`config.mk`:
```
export PLATFORM = sky130hd
export DESIGN_NAME = ebic_ctrl
export DESIGN_NICKNAME = d
export VERILOG_FILES = /design/src/shared/ebic_pkg.sv /design/src/hw/ebic_ctrl.sv /design/src/hw/ebic_area_reg.sv
export VERILOG_INCLUDE_DIRS = /design/src /design/src/shared
export SDC_FILE = /design/constraint.sdc
export NUM_CORES = 1
export LEC_CHECK = 0
export BUFFER_PORTS_ARGS = -buffer_cell sky130_fd_sc_hd__buf_2
export CORE_UTILIZATION = 50
export CTS_CLUSTER_DIAMETER = 80
export DETAILED_ROUTE_END_ITERATION = 12
export PLACE_DENSITY = 0.73
export SKIP_CTS_REPAIR_TIMING = 1
export SYNTH_ARGS = -nofsm -noshare
export SYNTH_HDL_FRONTEND = slang
export SYNTH_HIERARCHICAL = 1
export SYNTH_SLANG_ARGS = --single-unit
```
`constraint.sdc`:
```
create_clock -name clk_i -period 2.9 [get_ports clk_i]
set_input_delay 0 -clock clk_i [delete_from_list [all_inputs] [get_ports clk_i]]
set_output_delay 0 -clock clk_i [all_outputs]
set_load 0.02 [all_outputs]
```
`src/shared/ebic_params.svh`:
```
// register map, field positions, reset values and idle counts of the idle/standby controller
`ifndef EBIC_PARAMS_SVH
`define EBIC_PARAMS_SVH

`define EBIC_NUM_AREAS 6
`define EBIC_OFF_COMMON 8'h00
`define EBIC_OFF_AREA0 8'h04
`define EBIC_IDX_COMMON 6'h00
`define EBIC_IDX_AREA0 6'h01

`define EBIC_CMN_MAP_BIT 12
`define EBIC_CMN_ONE4_BIT 4
`define EBIC_CMN_ENDIAN_BIT 3
`define EBIC_CMN_ONE2_BIT 2
`define EBIC_CMN_MEMDRV_BIT 1
`define EBIC_CMN_CLKDRV_BIT 0

`define EBIC_AREA_WMASK 32'h36db_f7ff
`define EBIC_AREA_RST 32'h36db_0600
`define EBIC_AREA_RSVD 32'hc924_0800
`define EBIC_IWW_LSB 28
`define EBIC_READ_WRITE_CROSS_AREA_IDLE_SEL_LSB 25
`define EBIC_READ_WRITE_SAME_AREA_IDLE_SEL_LSB 22

`define EBIC_IDLE_CODE0 3'h0
`define EBIC_IDLE_CODE1 3'h1
`define EBIC_IDLE_CODE2 3'h2
`define EBIC_IDLE_CODE3 3'h4
`define EBIC_GAP_MAX 3'h7

`endif

```
`src/shared/ebic_pkg.sv`:
```
// types shared by the idle/standby controller files
package ebic_pkg;

    typedef struct packed {
        logic write;
        logic [2:0] area;
        logic [25:0] addr;
    } ebic_acc_t;

    typedef struct packed {
        logic [25:0] ext_addr;
        logic bus_start_strobe_n;
        logic [5:0] area_select_n;
        logic read_write;
        logic read_strobe_n;
    } ebic_pins_t;

    typedef enum logic [0:0] {
        EBIC_SEQ_IDLE,
        EBIC_SEQ_ACCESS
    } ebic_seq_t;

endpackage : ebic_pkg

```
`src/hw/ebic_ctrl.sv`:
```
// external bus idle-cycle and standby pin controller with wishbone register slave
`timescale 1ns/1ns
`include "ebic_params.svh"
module ebic_ctrl
    import ebic_pkg::*;
#(
    parameter int NUM_AREAS = `EBIC_NUM_AREAS
) (
    input wire logic clk_i,
    input wire logic rst_i,
    input wire logic wb_cyc_i,
    input wire logic wb_stb_i,
    input wire logic wb_we_i,
    input wire logic [7:0] wb_adr_i,
    input wire logic [3:0] wb_sel_i,
    input wire logic [31:0] wb_dat_i,
    output logic [31:0] wb_dat_o,
    output logic wb_ack_o,
    input wire logic acc_valid_i,
    input wire ebic_acc_t acc_i,
    output logic acc_done_o,
    input wire logic standby_i,
    input wire logic byte_order_strap_i,
    output logic byte_order_o,
    output ebic_pins_t pins_o,
    output logic mem_pin_oe_o,
    output logic clk_pin_oe_o
);

    // ---------------- register bus ----------------
    logic ack_ff;
    logic [31:0] dat_ff;
    logic map_ff;
    logic mem_drive_ff;
    logic clk_drive_ff;
    logic strap_s1_ff;
    logic strap_s2_ff;
    logic endian_ff;
    logic [31:0] area_q [NUM_AREAS];

    wire bus_req = wb_cyc_i & wb_stb_i & ~ack_ff;
    wire bus_wr = bus_req & wb_we_i;
    wire [5:0] word_idx = wb_adr_i[7:2];
    wire hit_common = (word_idx == `EBIC_IDX_COMMON);
    wire [5:0] area_idx = word_idx - `EBIC_IDX_AREA0;
    wire hit_area = (word_idx >= `EBIC_IDX_AREA0) &&
                    (area_idx < 6'(NUM_AREAS));
    wire cmn_wr = bus_wr & hit_common;
    wire [7:0] cmn_lane0 = wb_dat_i[7:0];
    wire [7:0] cmn_lane1 = wb_dat_i[15:8];

    wire [31:0] common_rd = {
        19'h0_0000,
        map_ff,
        7'h00,
        1'b1,
        endian_ff,
        1'b1,
        mem_drive_ff,
        clk_drive_ff
    };

    logic [31:0] area_rd;
    always_comb begin
        area_rd = 32'h0000_0000;
        for (int k = 0; k < NUM_AREAS; k++) begin
            if (area_idx == 6'(k)) begin
                area_rd = area_q[k];
            end
        end
    end

    // unmapped words answer with ack and zero data
    wire [31:0] nxt_dat = hit_common ? common_rd : (hit_area ? area_rd : 32'h0000_0000);

    always_ff @(posedge clk_i) begin
        if (rst_i) begin
            ack_ff <= 1'b0;
            dat_ff <= 32'h0000_0000;
        end else begin
            ack_ff <= bus_req;
            dat_ff <= bus_req ? nxt_dat : dat_ff;
        end
    end

    always_ff @(posedge clk_i) begin
        if (rst_i) begin
            map_ff <= 1'b0;
            mem_drive_ff <= 1'b0;
            clk_drive_ff <= 1'b0;
        end else begin
            if (cmn_wr && wb_sel_i[1]) begin
                map_ff <= cmn_lane1[`EBIC_CMN_MAP_BIT - 8];
            end
            if (cmn_wr && wb_sel_i[0]) begin
                mem_drive_ff <= cmn_lane0[`EBIC_CMN_MEMDRV_BIT];
                clk_drive_ff <= cmn_lane0[`EBIC_CMN_CLKDRV_BIT];
            end
        end
    end

    assign wb_ack_o = ack_ff;
    assign wb_dat_o = dat_ff;

    // one register per space: 0, 2, 3, 4, 5B, 6B in index order
    genvar g;
    generate
        for (g = 0; g < NUM_AREAS; g++) begin : g_area
            ebic_area_reg #(
                .RESET_VAL(`EBIC_AREA_RST)
            ) u_reg (
                .clk_i(clk_i),
                .rst_i(rst_i),
                .wr_en_i(bus_wr && hit_area && (area_idx == 6'(g))),
                .sel_i(wb_sel_i),
                .wdat_i(wb_dat_i),
                .q_o(area_q[g])
            );
        end
    endgenerate

    // ---------------- byte-order strap ----------------
    // the flag follows the synchronised strap only while reset is held
    always_ff @(posedge clk_i) begin
        strap_s1_ff <= byte_order_strap_i;
        strap_s2_ff <= strap_s1_ff;
    end

    always_ff @(posedge clk_i) begin
        if (rst_i) begin
            endian_ff <= strap_s2_ff;
        end
    end

    assign byte_order_o = endian_ff;

    // ---------------- idle cycle insertion ----------------
    ebic_seq_t state_ff;
    ebic_seq_t nxt_state;
    logic have_prev_ff;
    logic last_wr_ff;
    logic [2:0] last_area_ff;
    logic [2:0] gap_ff;
    logic done_ff;
    ebic_pins_t pins_ff;

    function automatic logic [2:0] ebic_decode(input logic [1:0] code);
        logic [2:0] cnt;
        cnt = `EBIC_IDLE_CODE0;
        case (code)
            2'h0: cnt = `EBIC_IDLE_CODE0;
            2'h1: cnt = `EBIC_IDLE_CODE1;
            2'h2: cnt = `EBIC_IDLE_CODE2;
            2'h3: cnt = `EBIC_IDLE_CODE3;
            default: cnt = `EBIC_IDLE_CODE3;
        endcase
        return cnt;
    endfunction : ebic_decode

    wire [31:0] last_reg = area_q[last_area_ff];
    wire [1:0] iww_code = last_reg[`EBIC_IWW_LSB +: 2];
    wire [1:0] rwd_code = last_reg[`EBIC_READ_WRITE_CROSS_AREA_IDLE_SEL_LSB +: 2];
    wire [1:0] rws_code = last_reg[`EBIC_READ_WRITE_SAME_AREA_IDLE_SEL_LSB +: 2];
    wire [2:0] iww_cnt = ebic_decode(iww_code);
    wire [2:0] rwd_cnt = ebic_decode(rwd_code);
    wire [2:0] rws_cnt = ebic_decode(rws_code);
    wire same_area = (acc_i.area == last_area_ff);
    wire area_ok = (acc_i.area < 3'(NUM_AREAS));

    logic [2:0] need;
    always_comb begin
        need = `EBIC_IDLE_CODE0;
        if (have_prev_ff && last_wr_ff) begin
            need = iww_cnt;
        end else if (have_prev_ff && acc_i.write) begin
            need = same_area ? rws_cnt : rwd_cnt;
        end
    end

    wire grant = acc_valid_i && area_ok && !standby_i && (gap_ff >= need);
    wire [2:0] nxt_gap = grant ? 3'h0 :
                         ((gap_ff == `EBIC_GAP_MAX) ? gap_ff : 3'(gap_ff + 3'h1));

    always_comb begin
        nxt_state = EBIC_SEQ_IDLE;
        case (state_ff)
            EBIC_SEQ_IDLE: nxt_state = grant ? EBIC_SEQ_ACCESS : EBIC_SEQ_IDLE;
            EBIC_SEQ_ACCESS: nxt_state = grant ? EBIC_SEQ_ACCESS : EBIC_SEQ_IDLE;
            default: nxt_state = EBIC_SEQ_IDLE;
        endcase
    end

    ebic_pins_t nxt_pins;
    always_comb begin
        nxt_pins = pins_ff;
        nxt_pins.bus_start_strobe_n = 1'b1;
        nxt_pins.area_select_n = 6'h3f;
        nxt_pins.read_strobe_n = 1'b1;
        if (grant) begin
            nxt_pins.ext_addr = acc_i.addr;
            nxt_pins.bus_start_strobe_n = 1'b0;
            nxt_pins.area_select_n = ~(6'h01 << acc_i.area);
            nxt_pins.read_write = !acc_i.write;
            nxt_pins.read_strobe_n = acc_i.write;
        end
    end

    always_ff @(posedge clk_i) begin
        if (rst_i) begin
            state_ff <= EBIC_SEQ_IDLE;
            gap_ff <= `EBIC_GAP_MAX;
            done_ff <= 1'b0;
        end else begin
            state_ff <= nxt_state;
            gap_ff <= nxt_gap;
            done_ff <= grant;
        end
    end

    always_ff @(posedge clk_i) begin
        if (rst_i) begin
            have_prev_ff <= 1'b0;
            last_wr_ff <= 1'b0;
            last_area_ff <= 3'h0;
        end else if (grant) begin
            have_prev_ff <= 1'b1;
            last_wr_ff <= acc_i.write;
            last_area_ff <= acc_i.area;
        end
    end

    always_ff @(posedge clk_i) begin
        if (rst_i) begin
            pins_ff <= '{ext_addr: 26'h000_0000, bus_start_strobe_n: 1'b1,
                         area_select_n: 6'h3f, read_write: 1'b1, read_strobe_n: 1'b1};
        end else begin
            pins_ff <= nxt_pins;
        end
    end

    assign pins_o = pins_ff;
    assign acc_done_o = done_ff;

    // ---------------- standby pin drive ----------------
    logic mem_oe_ff;
    logic clk_oe_ff;
    wire nxt_mem_oe = !standby_i || mem_drive_ff;
    wire nxt_clk_oe = !standby_i || clk_drive_ff;

    always_ff @(posedge clk_i) begin
        if (rst_i) begin
            mem_oe_ff <= 1'b1;
            clk_oe_ff <= 1'b1;
        end else begin
            mem_oe_ff <= nxt_mem_oe;
            clk_oe_ff <= nxt_clk_oe;
        end
    end

    assign mem_pin_oe_o = mem_oe_ff;
    assign clk_pin_oe_o = clk_oe_ff;

    // ---------------- checks ----------------
    mem_float_a: assert property (@(posedge clk_i) disable iff (rst_i)
        standby_i && !mem_drive_ff |=> !mem_pin_oe_o)
        else $error("memory pins not floated in standby");

    mem_drive_a: assert property (@(posedge clk_i) disable iff (rst_i)
        mem_drive_ff && $past(mem_drive_ff) |-> mem_pin_oe_o)
        else $error("memory pins released while drive bit set");

    clk_float_a: assert property (@(posedge clk_i) disable iff (rst_i)
        standby_i && !clk_drive_ff |=> !clk_pin_oe_o ##0 !$past(clk_drive_ff))
        else $error("clock pins not floated in standby");

    strap_hold_a: assert property (@(posedge clk_i)
        !rst_i && !$past(rst_i) |-> $stable(endian_ff))
        else $error("byte-order flag changed outside reset");

    endian_read_a: assert property (@(posedge clk_i) disable iff (rst_i)
        bus_req && !wb_we_i && hit_common |=> wb_ack_o && wb_dat_o[3] == byte_order_o)
        else $error("byte-order flag misread");

    write_gap_a: assert property (@(posedge clk_i) disable iff (rst_i)
        done_ff && last_wr_ff && iww_code == 2'h3 |=> !done_ff [*4])
        else $error("write-follow gap shorter than four");

    cross_gap_a: assert property (@(posedge clk_i) disable iff (rst_i)
        done_ff && !last_wr_ff && rwd_code != 2'h0 && acc_valid_i && acc_i.write &&
        !same_area |=> !done_ff)
        else $error("cross-area read-write gap too short");

    same_gap_a: assert property (@(posedge clk_i) disable iff (rst_i)
        done_ff && !last_wr_ff && rws_code == 2'h2 ##1 grant && acc_i.write && same_area
        |-> 1'b0)
        else $error("same-area read-write gap too short");

    rsvd_read_a: assert property (@(posedge clk_i) disable iff (rst_i)
        bus_req && !wb_we_i && hit_area |=> wb_dat_o[31:30] == 2'h0)
        else $error("reserved area bits read nonzero");

    reset_four_a: assert property (@(posedge clk_i)
        $fell(rst_i) |-> iww_cnt == 3'h4 && rwd_cnt == 3'h4 && rws_cnt == 3'h4)
        else $error("idle fields not four after reset");

    ack_pulse_a: assert property (@(posedge clk_i) disable iff (rst_i)
        wb_ack_o |=> !wb_ack_o)
        else $error("ack held longer than one cycle");

    // the access cycle must show the start strobe and exactly one area select
    strobe_on_a: assert property (@(posedge clk_i) disable iff (rst_i)
        state_ff == EBIC_SEQ_ACCESS |-> !pins_o.bus_start_strobe_n &&
        $onehot(~pins_o.area_select_n) && acc_done_o)
        else $error("access cycle without strobe and one select");

    strobe_off_a: assert property (@(posedge clk_i) disable iff (rst_i)
        !acc_done_o |-> pins_o.bus_start_strobe_n && pins_o.read_strobe_n &&
        pins_o.area_select_n == 6'h3f)
        else $error("strobe active outside an access cycle");

    standby_hold_a: assert property (@(posedge clk_i) disable iff (rst_i)
        standby_i |=> !acc_done_o)
        else $error("access granted in standby");

    // address and direction stay put between accesses
    addr_hold_a: assert property (@(posedge clk_i) disable iff (rst_i)
        !acc_done_o && !$past(rst_i) |-> $stable(pins_o.ext_addr) && $stable(pins_o.read_write))
        else $error("address or direction moved between accesses");

endmodule : ebic_ctrl

```
`src/hw/ebic_area_reg.sv`:
```
// one area bus control register with byte enables and hardwired reserved bits
`timescale 1ns/1ns
`include "ebic_params.svh"
module ebic_area_reg
    import ebic_pkg::*;
#(
    parameter logic [31:0] RESET_VAL = `EBIC_AREA_RST
) (
    input wire logic clk_i,
    input wire logic rst_i,
    input wire logic wr_en_i,
    input wire logic [3:0] sel_i,
    input wire logic [31:0] wdat_i,
    output logic [31:0] q_o
);
    logic [31:0] q_ff;
    wire [31:0] byte_mask = {{8{sel_i[3]}}, {8{sel_i[2]}}, {8{sel_i[1]}}, {8{sel_i[0]}}};
    wire [31:0] wr_mask = byte_mask & `EBIC_AREA_WMASK;
    wire [31:0] nxt_q = wr_en_i ? ((q_ff & ~wr_mask) | (wdat_i & wr_mask)) : q_ff;

    always_ff @(posedge clk_i) begin
        if (rst_i) begin
            q_ff <= RESET_VAL;
        end else begin
            q_ff <= nxt_q;
        end
    end

    assign q_o = q_ff;

    rsvd_zero_a: assert property (@(posedge clk_i) disable iff (rst_i)
        (q_ff & `EBIC_AREA_RSVD) == 32'h0000_0000)
        else $error("reserved area bits not zero");

endmodule : ebic_area_reg

```
==> run metrics, run 1 <==
crit end category register; VDD IR max around 430 uV; LEAKAGE between 5 and 6 nW; min cycle time layout roughly 3.0 ns; Final Hold Viols 9; largest net degree at the start of global routing 91; via count between 10,000 and 15,000; Yosys reg bits approximately 240; DRC errors left 0; crit path max fanout 6; commonest non-fill, non-tap cell in the layout dfxtp_1; Area growth, synth to finish 22.61%; crit path DAT about 3.4 ns; die width ~160 um; Power Total between 8 and 9 mW; worst setup margin -0.08336 ns; TritonCTS clock tree yes; Max clock buf depth 3; EDFF count, synth 1; initial antenna violation count 0; row cnt 55; max-slew violations 0; Req. time, crit path roughly 3.3 ns; CTS H-tree lvls 1; Cell Pwr Density ~560 nW/um^2; Starting DRT DRC Count roughly 960; failing checks hold timing, setup timing; RSZ-0062 raised after global routing true; Root Driver clkbuf_16; post-synthesis sequential area ratio between 30% and 40%; Die H ~160 um; pre-CTS setup slack -0.1412 ns; Clock Skews approximately 0.0084 ns; outcome finished, violations left; Final period util 102.9%; setup_tns -0.8123 ns; vias in the first global route around 10,000; Core Area 22,920 um^2; ys flop type dfxtp_1; Post-synth ARST share 0%; first-pass GRT wire length 51,920 um; ratio of cells with drive above 1 in the final layout approximately 26%; Syn Area/Cell 8.770 um^2; vias per cell just under 6; I/O Buffers around 140; HP Class in -> reg; Final Setup Violations 24; clk sinks 235; IO Pins around 150; post-synthesis cell type count 62; CP Class reg -> reg; Inserted Diodes 0; Final GP Congestion approximately 0.84; number of synthesis warnings 6; Gate Count Post-Synth around 1,300; max-cap violation count 0; total global-route track usage 26.01%; initial core utilization roughly half; most frequent cells in the layout 233 x dfxtp_1, 176 x a21oi_1, 143 x buf_2; Final #Nets 1,604; clk slew on worst S/H paths about 0.060 ns; Netlist Area Pre-Place 11,800 um^2; Slew @ Worst Pin ~0.76 ns; Detail Placement HPWL 20,120 um; CTS Buf Count 26; Slew headroom a little under 50%; grt total ovfl 0; Worst Setup Start Kind register; drt first pass iters 6; wire per inst around 18 um; Hold WS -0.05417 ns; top achievable clock speed approximately 340 MHz; worst skew pair latency about 0.53 ns; drt total wl 33,660 um; post-route ant nets 0; Die ar. approximately 24,000 um^2
[Yosys cell counts (5+ instances only)]
cell / n / share of area (%)
a211o_1: 72 / 5.3
a21bo_1: 36 / 3.1
a21bo_2: 42 / 3.6
a21oi_1: 181 / 7.7
a22oi_1: 32 / 2.0
a32o_1: 26 / 2.2
and3_1: 74 / 3.9
buf_2: 19 / 0.81
buf_4: 54 / 3.4
buf_6: 10 / 0.95
clkbuf_1: 83 / 2.6
clkbuf_2: 6 / 0.25
conb_1: 6 / 0.19
dfxtp_1: 234 / 40
ha_1: 9 / 0.95
inv_1: 7 / 0.22
mux2i_1: 11 / 0.93
mux4_2: 6 / 1.1
nand2_1: 46 / 1.5
nand2_2: 12 / 0.64
nand3_1: 116 / 4.9
nand3b_1: 5 / 0.32
nor2_1: 30 / 0.95
nor2_2: 19 / 1.0
o21ai_0: 70 / 3.0
o21bai_1: 12 / 0.76
o22a_1: 6 / 0.45
o22ai_1: 27 / 1.4
or2_1: 11 / 0.58
or2_2: 16 / 0.85
or3b_2: 5 / 0.37
[routing by layer]
layer | GRT usage [%] | up-vias | wire, um
li1 | - | 5213 | -
met1 | 34.43 | 5269 | 14660
met2 | 43.01 | 442 | 15840
met3 | 4.528 | 72 | 2213
met4 | 8.357 | 0 | 939
met5 | 0 | - | 0
[path summary, 6_finish.rpt]
kind	start	to	slack (ns)	cells after the start
setup / recovery	last_area_ff[0]$_SDFFE_PP0N_	pins_o[15]$_SDFFE_PP0N_	-0.08	11
hold / removal	rst_i	mem_drive_ff$_SDFFE_PP0P_	-0.05	2
setup reg to reg	last_area_ff[0]$_SDFFE_PP0N_	pins_o[15]$_SDFFE_PP0N_	-0.08	11
hold reg to reg	strap_s1_ff$_DFF_P_	strap_s2_ff$_DFF_P_	0.33	0
[layout make-up]
type | instances | area (um^2)
fillers | 1883 | 8454
multi-input cells | 967 | 6410
flip-flops and latches | 235 | 4718
repair buffers | 276 | 1997
clock buffers | 38 | 767.0
well taps | 313 | 391.6
clock inverters | 9 | 151.4
inverters | 7 | 26.28
[metrics by stage]
stage | utilization (%) | hold slack, ns | std cells | cell area, um^2
after global routing | 63.11 | -0.01871 | 1845 | 14460
after floorplan | - | 0.02772 | 1381 | 11940
final | 63.11 | -0.05417 | 1845 | 14460
after detailed placement | 55.70 | 0.1093 | 1737 | 12760
after CTS | 59.71 | -0.4300 | 1784 | 13680
after global placement | 55.70 | 0.1133 | 1737 | 12760
[worst max-delay path: stages (launching register included)]
cell and delay (ns):
dfxtp_4 0.36, buf_6 0.11, mux4_2 0.51, or3b_4 0.42
o41ai_4 0.07, a31oi_1 0.15, ha_1 0.34, a21o_4 0.25
a21oi_4 0.27, buf_6 0.17, o21ai_2 0.06, a21oi_1 0.19
[power breakdown]
group          internal (mW)  switching [mW]  total (mW)
clock network           2.18            1.34        3.52
registers               3.30          0.0506        3.35
logic                  0.481           0.729        1.21
[logic make-up after synthesis]
group,share of synthesized area (%)
compound gates,30.93
simple gates,17.23
flops,39.97
buf+inv,8.348
mux,2.079
fa+ha+maj,0.9547
other cells,0.1909
xor+xnor,0.2970
(Power assumes the default switching activity.)
==> run 2, diff against run 1 <==
--- a/config.mk
+++ b/config.mk
@@ -7,12 +7,12 @@
 export NUM_CORES = 1
 export LEC_CHECK = 0
 export BUFFER_PORTS_ARGS = -buffer_cell sky130_fd_sc_hd__buf_2
-export CORE_UTILIZATION = 50
+export CORE_UTILIZATION = 52
 export CTS_CLUSTER_DIAMETER = 80
 export DETAILED_ROUTE_END_ITERATION = 12
-export PLACE_DENSITY = 0.73
+export PLACE_DENSITY = 0.76
+export RECOVER_POWER = 100
 export SKIP_CTS_REPAIR_TIMING = 1
 export SYNTH_ARGS = -nofsm -noshare
 export SYNTH_HDL_FRONTEND = slang
-export SYNTH_HIERARCHICAL = 1
 export SYNTH_SLANG_ARGS = --single-unit
==> run 2 against run 1 <==
Against the previous run: the run ends with hold timing left; largest power group unchanged; critical path type unchanged; cell area down 9.1%; via count down 14%; setup slack better by 0.13 ns; worst hold slack better by 0.033 ns.
==> run metrics, run 2 <==
Root Driver clkbuf_16 (unchanged); CP peak stage delay 0.48 ns (was 0.51 ns); wire per inst 17.81 um (was 18.24 um); critical path's slowest cell or4b_4 (was mux4_2); clk slew on worst S/H paths 0.06 ns (about the same); most frequent cells in the layout 225 x dfxtp_1, 136 x buf_2, 97 x o21ai_0 (was 233 x dfxtp_1, 176 x a21oi_1, 143 x buf_2); Max clock buf depth 3 (unchanged); Post-synth ARST share 0% (unchanged); total global-route track usage 26.91% (was 26.01%); fill cell total of the finished layout 1,541 (was 1,883); CTS H-tree lvls 1 (unchanged); grt total ovfl 0 (unchanged); max-slew violations 0 (unchanged); top cell type's share of synthesized area 42.80% (was 39.72%); WL met1 12,370 um (was 14,660 um); Gate Count Post-Synth 1,162 (was 1,345); critical path cell sequence buf_6, buf_4, mux2i_1, o32a_1, o21ai_2, nor3b_2, nor3_1, ha_1, a21o_1, a21oi_2, or3_4, or4b_4 (was buf_6, mux4_2, or3b_4, o41ai_4, a31oi_1, ha_1, a21o_4, a21oi_4, buf_6, o21ai_2, a21oi_1); Slew @ Worst Pin 1.014 ns (was 0.7574 ns); TritonCTS clock tree yes (unchanged); post-synthesis cell type count 72 (was 62); count leader, synth dfxtp_1 (unchanged); first-pass GRT wire length 44,660 um (was 51,920 um); CP Class reg -> reg (unchanged); Clock Skews 0.01517 ns (was 0.008447 ns); worst skew pair latency 0.53 ns (about the same); LEAKAGE 5.494 nW (was 5.707 nW); failing checks hold timing (was hold timing, setup timing); largest net degree at the start of global routing 105 (was 91); DRC errors left 0 (unchanged); Final GP Congestion 0.9084 (was 0.8440); IO Pins 154 (unchanged); RSZ-0062 raised after global routing true (unchanged); commonest non-fill, non-tap cell in the layout dfxtp_1 (unchanged); crit-path leading delay family simple AND/OR/NAND/NOR gates (was compound AO/OA/AOI/OAI gates); drt total wl 28,840 um (was 33,660 um); EDFF count, synth 1 (unchanged); Starting DRT DRC Count 814 (was 956); Final Setup Violations 0 (was 24); Worst Setup Start Kind register (unchanged); row cnt 51 (was 55); vias per cell 5.817 (was 5.960); number of synthesis warnings 0 (was 6); initial antenna violation count 0 (unchanged); via count 9,418 (was 11,000); outcome finished, violations left (unchanged); Cell Pwr Density 599.0 nW/um^2 (was 559.0 nW/um^2); vias in the first global route 8,669 (was 10,160); top post-synthesis cells by count 227 x dfxtp_1, 101 x o21ai_0, 96 x mux2i_1, 90 x nor2_1, 85 x nand2_1 (was 234 x dfxtp_1, 181 x a21oi_1, 116 x nand3_1, 83 x clkbuf_1, 74 x and3_1); Inserted Diodes 0 (unchanged); Placed Area 11,500 um^2 (was 12,760 um^2); Yosys top cell by area dfxtp_1 (unchanged); post-route ant nets 0 (unchanged); HP Class in -> reg (unchanged); I/O Buffers 137 (was 144); post-synthesis sequential area ratio 43.08% (was 39.97%); setup_tns 0 ns (was -0.8123 ns); Final #Nets 1,426 (was 1,604); WL met2 13,750 um (was 15,840 um); Die H 144.9 um (was 155.6 um); min cycle time layout 2.853 ns (was 2.983 ns); crit path DAT 3.25 ns (was 3.42 ns); max-cap violation count 0 (unchanged); CTS Buf Count 26 (unchanged); Netlist Area Pre-Place 10,620 um^2 (was 11,800 um^2); Core Area 19,720 um^2 (was 22,920 um^2); Die ar. 20,990 um^2 (was 24,210 um^2); Final Instance Area 13,150 um^2 (was 14,460 um^2); initial core utilization 53.85% (was 51.47%); crit path max fanout 5 (was 6); CP bufs+invs 2 (unchanged); Final period util 98.38% (was 102.9%); VDD IR max 366.8 uV (was 431.1 uV); Slew headroom 32.38% (was 49.51%); Hold WS -0.02069 ns (was -0.05417 ns); Yosys reg bits 228 (was 235); die width 144.9 um (was 155.6 um); Syn Area/Cell 9.137 um^2 (was 8.770 um^2); drt first pass iters 6 (unchanged); met3 WL 1869 um (was 2213 um); clk sinks 228 (was 235); DR top layer met4 (unchanged); top achievable clock speed 350.5 MHz (was 335.2 MHz); top cells by area, synth dfxtp_1 43%, mux2i_1 9.1%, o21ai_0 4.8%, nand3b_1 3.3%, nor2_1 3.2% (was dfxtp_1 40%, a21oi_1 7.7%, a211o_1 5.3%, nand3_1 4.9%, and3_1 3.9%); ys flop type dfxtp_1 (unchanged); ratio of cells with drive above 1 in the final layout 21.27% (was 25.78%); Detail Placement HPWL 17,940 um (was 20,120 um); Req. time, crit path 3.29 ns (was 3.34 ns); crit end category register (unchanged); Area growth, synth to finish 23.80% (was 22.61%); Final Hold Viols 6 (was 9)
## run 2: kinds of logic (layout without fill, tap and decap cells)
| family | Yosys count | after routing | synth area share (%) |
|---|---|---|---|
| xor+xnor | 5 | 5 | 0.5893 |
| buf+inv | 126 | 312 | 5.751 |
| other cells | 1 | 7 | 0.03532 |
| simple gates | 416 | 416 | 21.98 |
| mux | 99 | 99 | 9.604 |
| compound gates | 278 | 278 | 17.90 |
| flops | 228 | 228 | 43.08 |
| fa+ha+maj | 9 | 9 | 1.061 |
## run 2: cell type report
| type | instances | area [um^2] | share of cell area (%) |
|---|---|---|---|
| sequential | 228 | 4582 | 34.86 |
| multi-input combinational | 814 | 5543 | 42.17 |
| inverter | 27 | 101.3 | 0.7710 |
| clock buffer | 39 | 780.7 | 5.939 |
| tap | 265 | 331.6 | 2.522 |
| clock inverter | 8 | 167.7 | 1.275 |
| timing repair buffer | 238 | 1639 | 12.47 |
## run 2: where the power goes
group          internal (mW)  leakage, nW  switching (mW)
clock                   2.29        0.462            1.30
combinational          0.417         3.18           0.617
sequential              3.20         1.85          0.0455
## run 2: final timing paths
check / cells after the start / slack [ns] / end / start
worst min register to register: 0 / 0.32 / strap_s2_ff$_DFF_P_ / strap_s1_ff$_DFF_P_
worst min-delay path: 2 / -0.02 / pins_o[20]$_SDFFE_PP0N_ / rst_i
worst max register to register: 12 / 0.05 / pins_o[3]$_SDFF_PP1_ / last_area_ff[1]$_SDFFE_PP0N_
worst max-delay path: 12 / 0.05 / pins_o[3]$_SDFF_PP1_ / last_area_ff[1]$_SDFFE_PP0N_
## run 2: metrics by stage
step	power [mW]	cells	setup slack, ns	utilization, %
3_3_place_gp	4.210	1511	-0.03666	58.30
3_5_place_dp	4.227	1511	-0.1450	58.30
6_report	7.873	1619	0.04700	66.67
5_1_grt	8.139	1619	-0.07773	66.67
4_1_cts	7.776	1558	-0.1915	63.11
2_1_floorplan	3.930	1168	0.004302	-
## run 2: routing by layer
| layer | track usage (%) | vias up |
|---|---|---|
| met2 | 44.79 | 344 |
| met4 | 8.643 | 0 |
| met3 | 4.705 | 62 |
| met1 | 35.29 | 4494 |
| li1 | - | 4518 |
| met5 | 0 | - |
==> run 3, diff against run 2 <==
--- a/config.mk
+++ b/config.mk
@@ -7,10 +7,12 @@
 export NUM_CORES = 1
 export LEC_CHECK = 0
 export BUFFER_PORTS_ARGS = -buffer_cell sky130_fd_sc_hd__buf_2
-export CORE_UTILIZATION = 52
+export CORE_ASPECT_RATIO = 1.1
+export CORE_UTILIZATION = 45
 export CTS_CLUSTER_DIAMETER = 80
 export DETAILED_ROUTE_END_ITERATION = 12
-export PLACE_DENSITY = 0.76
+export GPL_ROUTABILITY_DRIVEN = 0
+export PLACE_DENSITY = 0.68
 export RECOVER_POWER = 100
 export SKIP_CTS_REPAIR_TIMING = 1
 export SYNTH_ARGS = -nofsm -noshare
==> run 3 against run 2 <==
Against the previous run: the flow still finishes with violations (hold timing); power shrank 7.6%; clock-buffer cell count shrank 2; routed wire length shrank 1.1%; register-to-register slack lost 0.03 ns; final cell count grew 1.9%; cell area shrank 1.2%; sequential cell count is the same; die area grew 15%; sequential power is essentially flat; worst hold slack gained 0.015 ns; non-clock buffer count shrank 1.
==> run metrics, run 3 (same netlist as run 2, synthesis figures left out) <==
outcome finished, violations left (unchanged); failing checks hold timing (unchanged); LEAKAGE 5.409 nW (was 5.494 nW); post-layout utilization of the core 56.45% (was 66.67%); Max clock buf depth 3 (unchanged); VDD IR max 369.5 uV (was 366.8 uV); Final #Nets 1,424 (was 1,426); Slew headroom 30.26% (was 32.38%); Clock Skews 0.01040 ns (was 0.01517 ns); Final Setup Violations 0 (unchanged); total global-route track usage 22.74% (was 26.91%); crit path max fanout 6 (was 5); largest net degree at the start of global routing 107 (was 105); Clk network pwr share 41.7% (was 45.6%); fill cell total of the finished layout 2,067 (was 1,541); Area growth, synth to finish 22.30% (was 23.80%); register area 4582 um^2 (unchanged); drt total wl 28,520 um (was 28,840 um); initial core utilization 46.15% (was 53.85%); row cnt 58 (was 51); clk slew on worst S/H paths 0.06 ns (about the same); most frequent cells in the layout 225 x dfxtp_1, 137 x buf_2, 97 x o21ai_0 (was 225 x dfxtp_1, 136 x buf_2, 97 x o21ai_0); worst skew pair latency 0.51 ns (was 0.53 ns); Slew @ Worst Pin 1.046 ns (was 1.014 ns); crit path DAT 3.27 ns (was 3.25 ns); combinational share of power 13.6% (was 13.1%); Req. time, crit path 3.28 ns (was 3.29 ns); Cell Pwr Density 560.0 nW/um^2 (was 599.0 nW/um^2); top achievable clock speed 346.9 MHz (was 350.5 MHz); CTS H-tree lvls 1 (unchanged); ratio of cells with drive above 1 in the final layout 20.83% (was 21.27%); post-route ant nets 0 (unchanged); CTS Buf Count 25 (was 26); grt total ovfl 0 (unchanged); area used by multi-input combinational logic 5534 um^2 (was 5543 um^2); TritonCTS clock tree yes (unchanged); vias per cell 5.590 (was 5.817); wire per inst 17.30 um (was 17.81 um); I/O Buffers 137 (unchanged); cell internal pwr 5.394 mW (was 5.914 mW); Inserted Diodes 0 (unchanged); sw power 1.877 mW (was 1.959 mW); Starting DRT DRC Count 751 (was 814); commonest non-fill, non-tap cell in the layout dfxtp_1 (unchanged); IO Pins 154 (unchanged); clk sinks 228 (unchanged); Core Area 23,000 um^2 (was 19,720 um^2); drt first pass iters 6 (unchanged); sw frac 25.82% (was 24.88%); Final Hold Viols 1 (was 6); min cycle time layout 2.883 ns (was 2.853 ns); crit end category register (unchanged); first-pass GRT wire length 44,430 um (was 44,660 um); CP Class reg -> reg (unchanged); Root Driver clkbuf_16 (unchanged); die width 148.5 um (was 144.9 um); Worst Setup Start Kind register (unchanged); via count 9,218 (was 9,418); RSZ-0062 raised after global routing true (unchanged); Die H 163.1 um (was 144.9 um); vias in the first global route 8,476 (was 8,669); max-cap violation count 0 (unchanged); initial antenna violation count 0 (unchanged); Seq pwr share 44.7% (was 41.3%); Detail Placement HPWL 18,290 um (was 17,940 um); Die ar. 24,210 um^2 (was 20,990 um^2); Hold WS -0.006058 ns (was -0.02069 ns); max-slew violations 0 (unchanged); Final period util 99.41% (was 98.38%); DRC errors left 0 (unchanged); HP Class in -> reg (unchanged)
[run 3: changes by cell type in the layout (fill, tap and decap cells not counted), moves of 2 or more]
cell and delta:
nand2b_4 -2, clkbuf_16 -2, nand2b_1 +2, bufinv_16 -4
[run 3: cell type report]
type                       instances  share of cell area (%)
tap                              300                   2.891
clock inverter                     6                  0.4818
timing repair buffer             237                   12.39
inverter                          27                  0.7805
multi-input combinational        814                   42.62
sequential                       228                   35.29
clock buffer                      37                   5.550
[run 3: layer usage]
| layer | wire (um) | vias to the layer above | global-route usage (%) |
|---|---|---|---|
| met5 | 0 | - | 0 |
| met1 | 12750 | 4412 | 30.21 |
| li1 | - | 4516 | - |
| met2 | 13850 | 239 | 38.30 |
| met3 | 1188 | 51 | 2.514 |
| met4 | 727 | 0 | 7.357 |
[run 3: power groups by stage]
stage	clock network [mW]	registers (mW)	logic (mW)
floorplan	0	3.36	0.573
CTS	3.08	3.25	0.907
finish	3.03	3.25	0.990
global placement	0	3.31	0.899
global route	3.23	3.25	1.08
detailed placement	0	3.32	0.903
[run 3: through the flow]
step / setup TNS [ns] / power, mW / worst slack, ns / std cells / instance area, um^2
4_1_cts: -0.3002 / 7.232 / -0.1558 / 1588 / 12300
5_1_grt: -0.1430 / 7.560 / -0.07892 / 1649 / 12990
3_3_place_gp: -0.1626 / 4.213 / -0.08285 / 1545 / 11520
2_1_floorplan: 0 / 3.930 / 0.004302 / 1168 / 10670
6_report: 0 / 7.271 / 0.01711 / 1649 / 12990
3_5_place_dp: -0.2896 / 4.218 / -0.1506 / 1545 / 11520
[run 3: path summary, 6_finish.rpt]
kind              slack [ns]                   endpoint  cells after the start                    startpoint
setup / recovery        0.02       pins_o[6]$_SDFF_PP1_                     12  last_area_ff[0]$_SDFFE_PP0N_
hold / removal        -0.006  have_prev_ff$_SDFFE_PP0N_                      2                         rst_i
setup reg to reg        0.02       pins_o[6]$_SDFF_PP1_                     12  last_area_ff[0]$_SDFFE_PP0N_
hold reg to reg         0.34        strap_s2_ff$_DFF_P_                      0           strap_s1_ff$_DFF_P_
[run 3: critical path, stage by stage (launching register included)]
cell,delay (ns)
dfxtp_4,0.35
buf_6,0.13
buf_4,0.13
xnor2_1,0.16
nand4_1,0.23
nor3_2,0.25
nor3_1,0.08
ha_1,0.27
a21o_1,0.14
a21oi_2,0.06
or3_4,0.35
buf_4,0.15
or4b_4,0.46
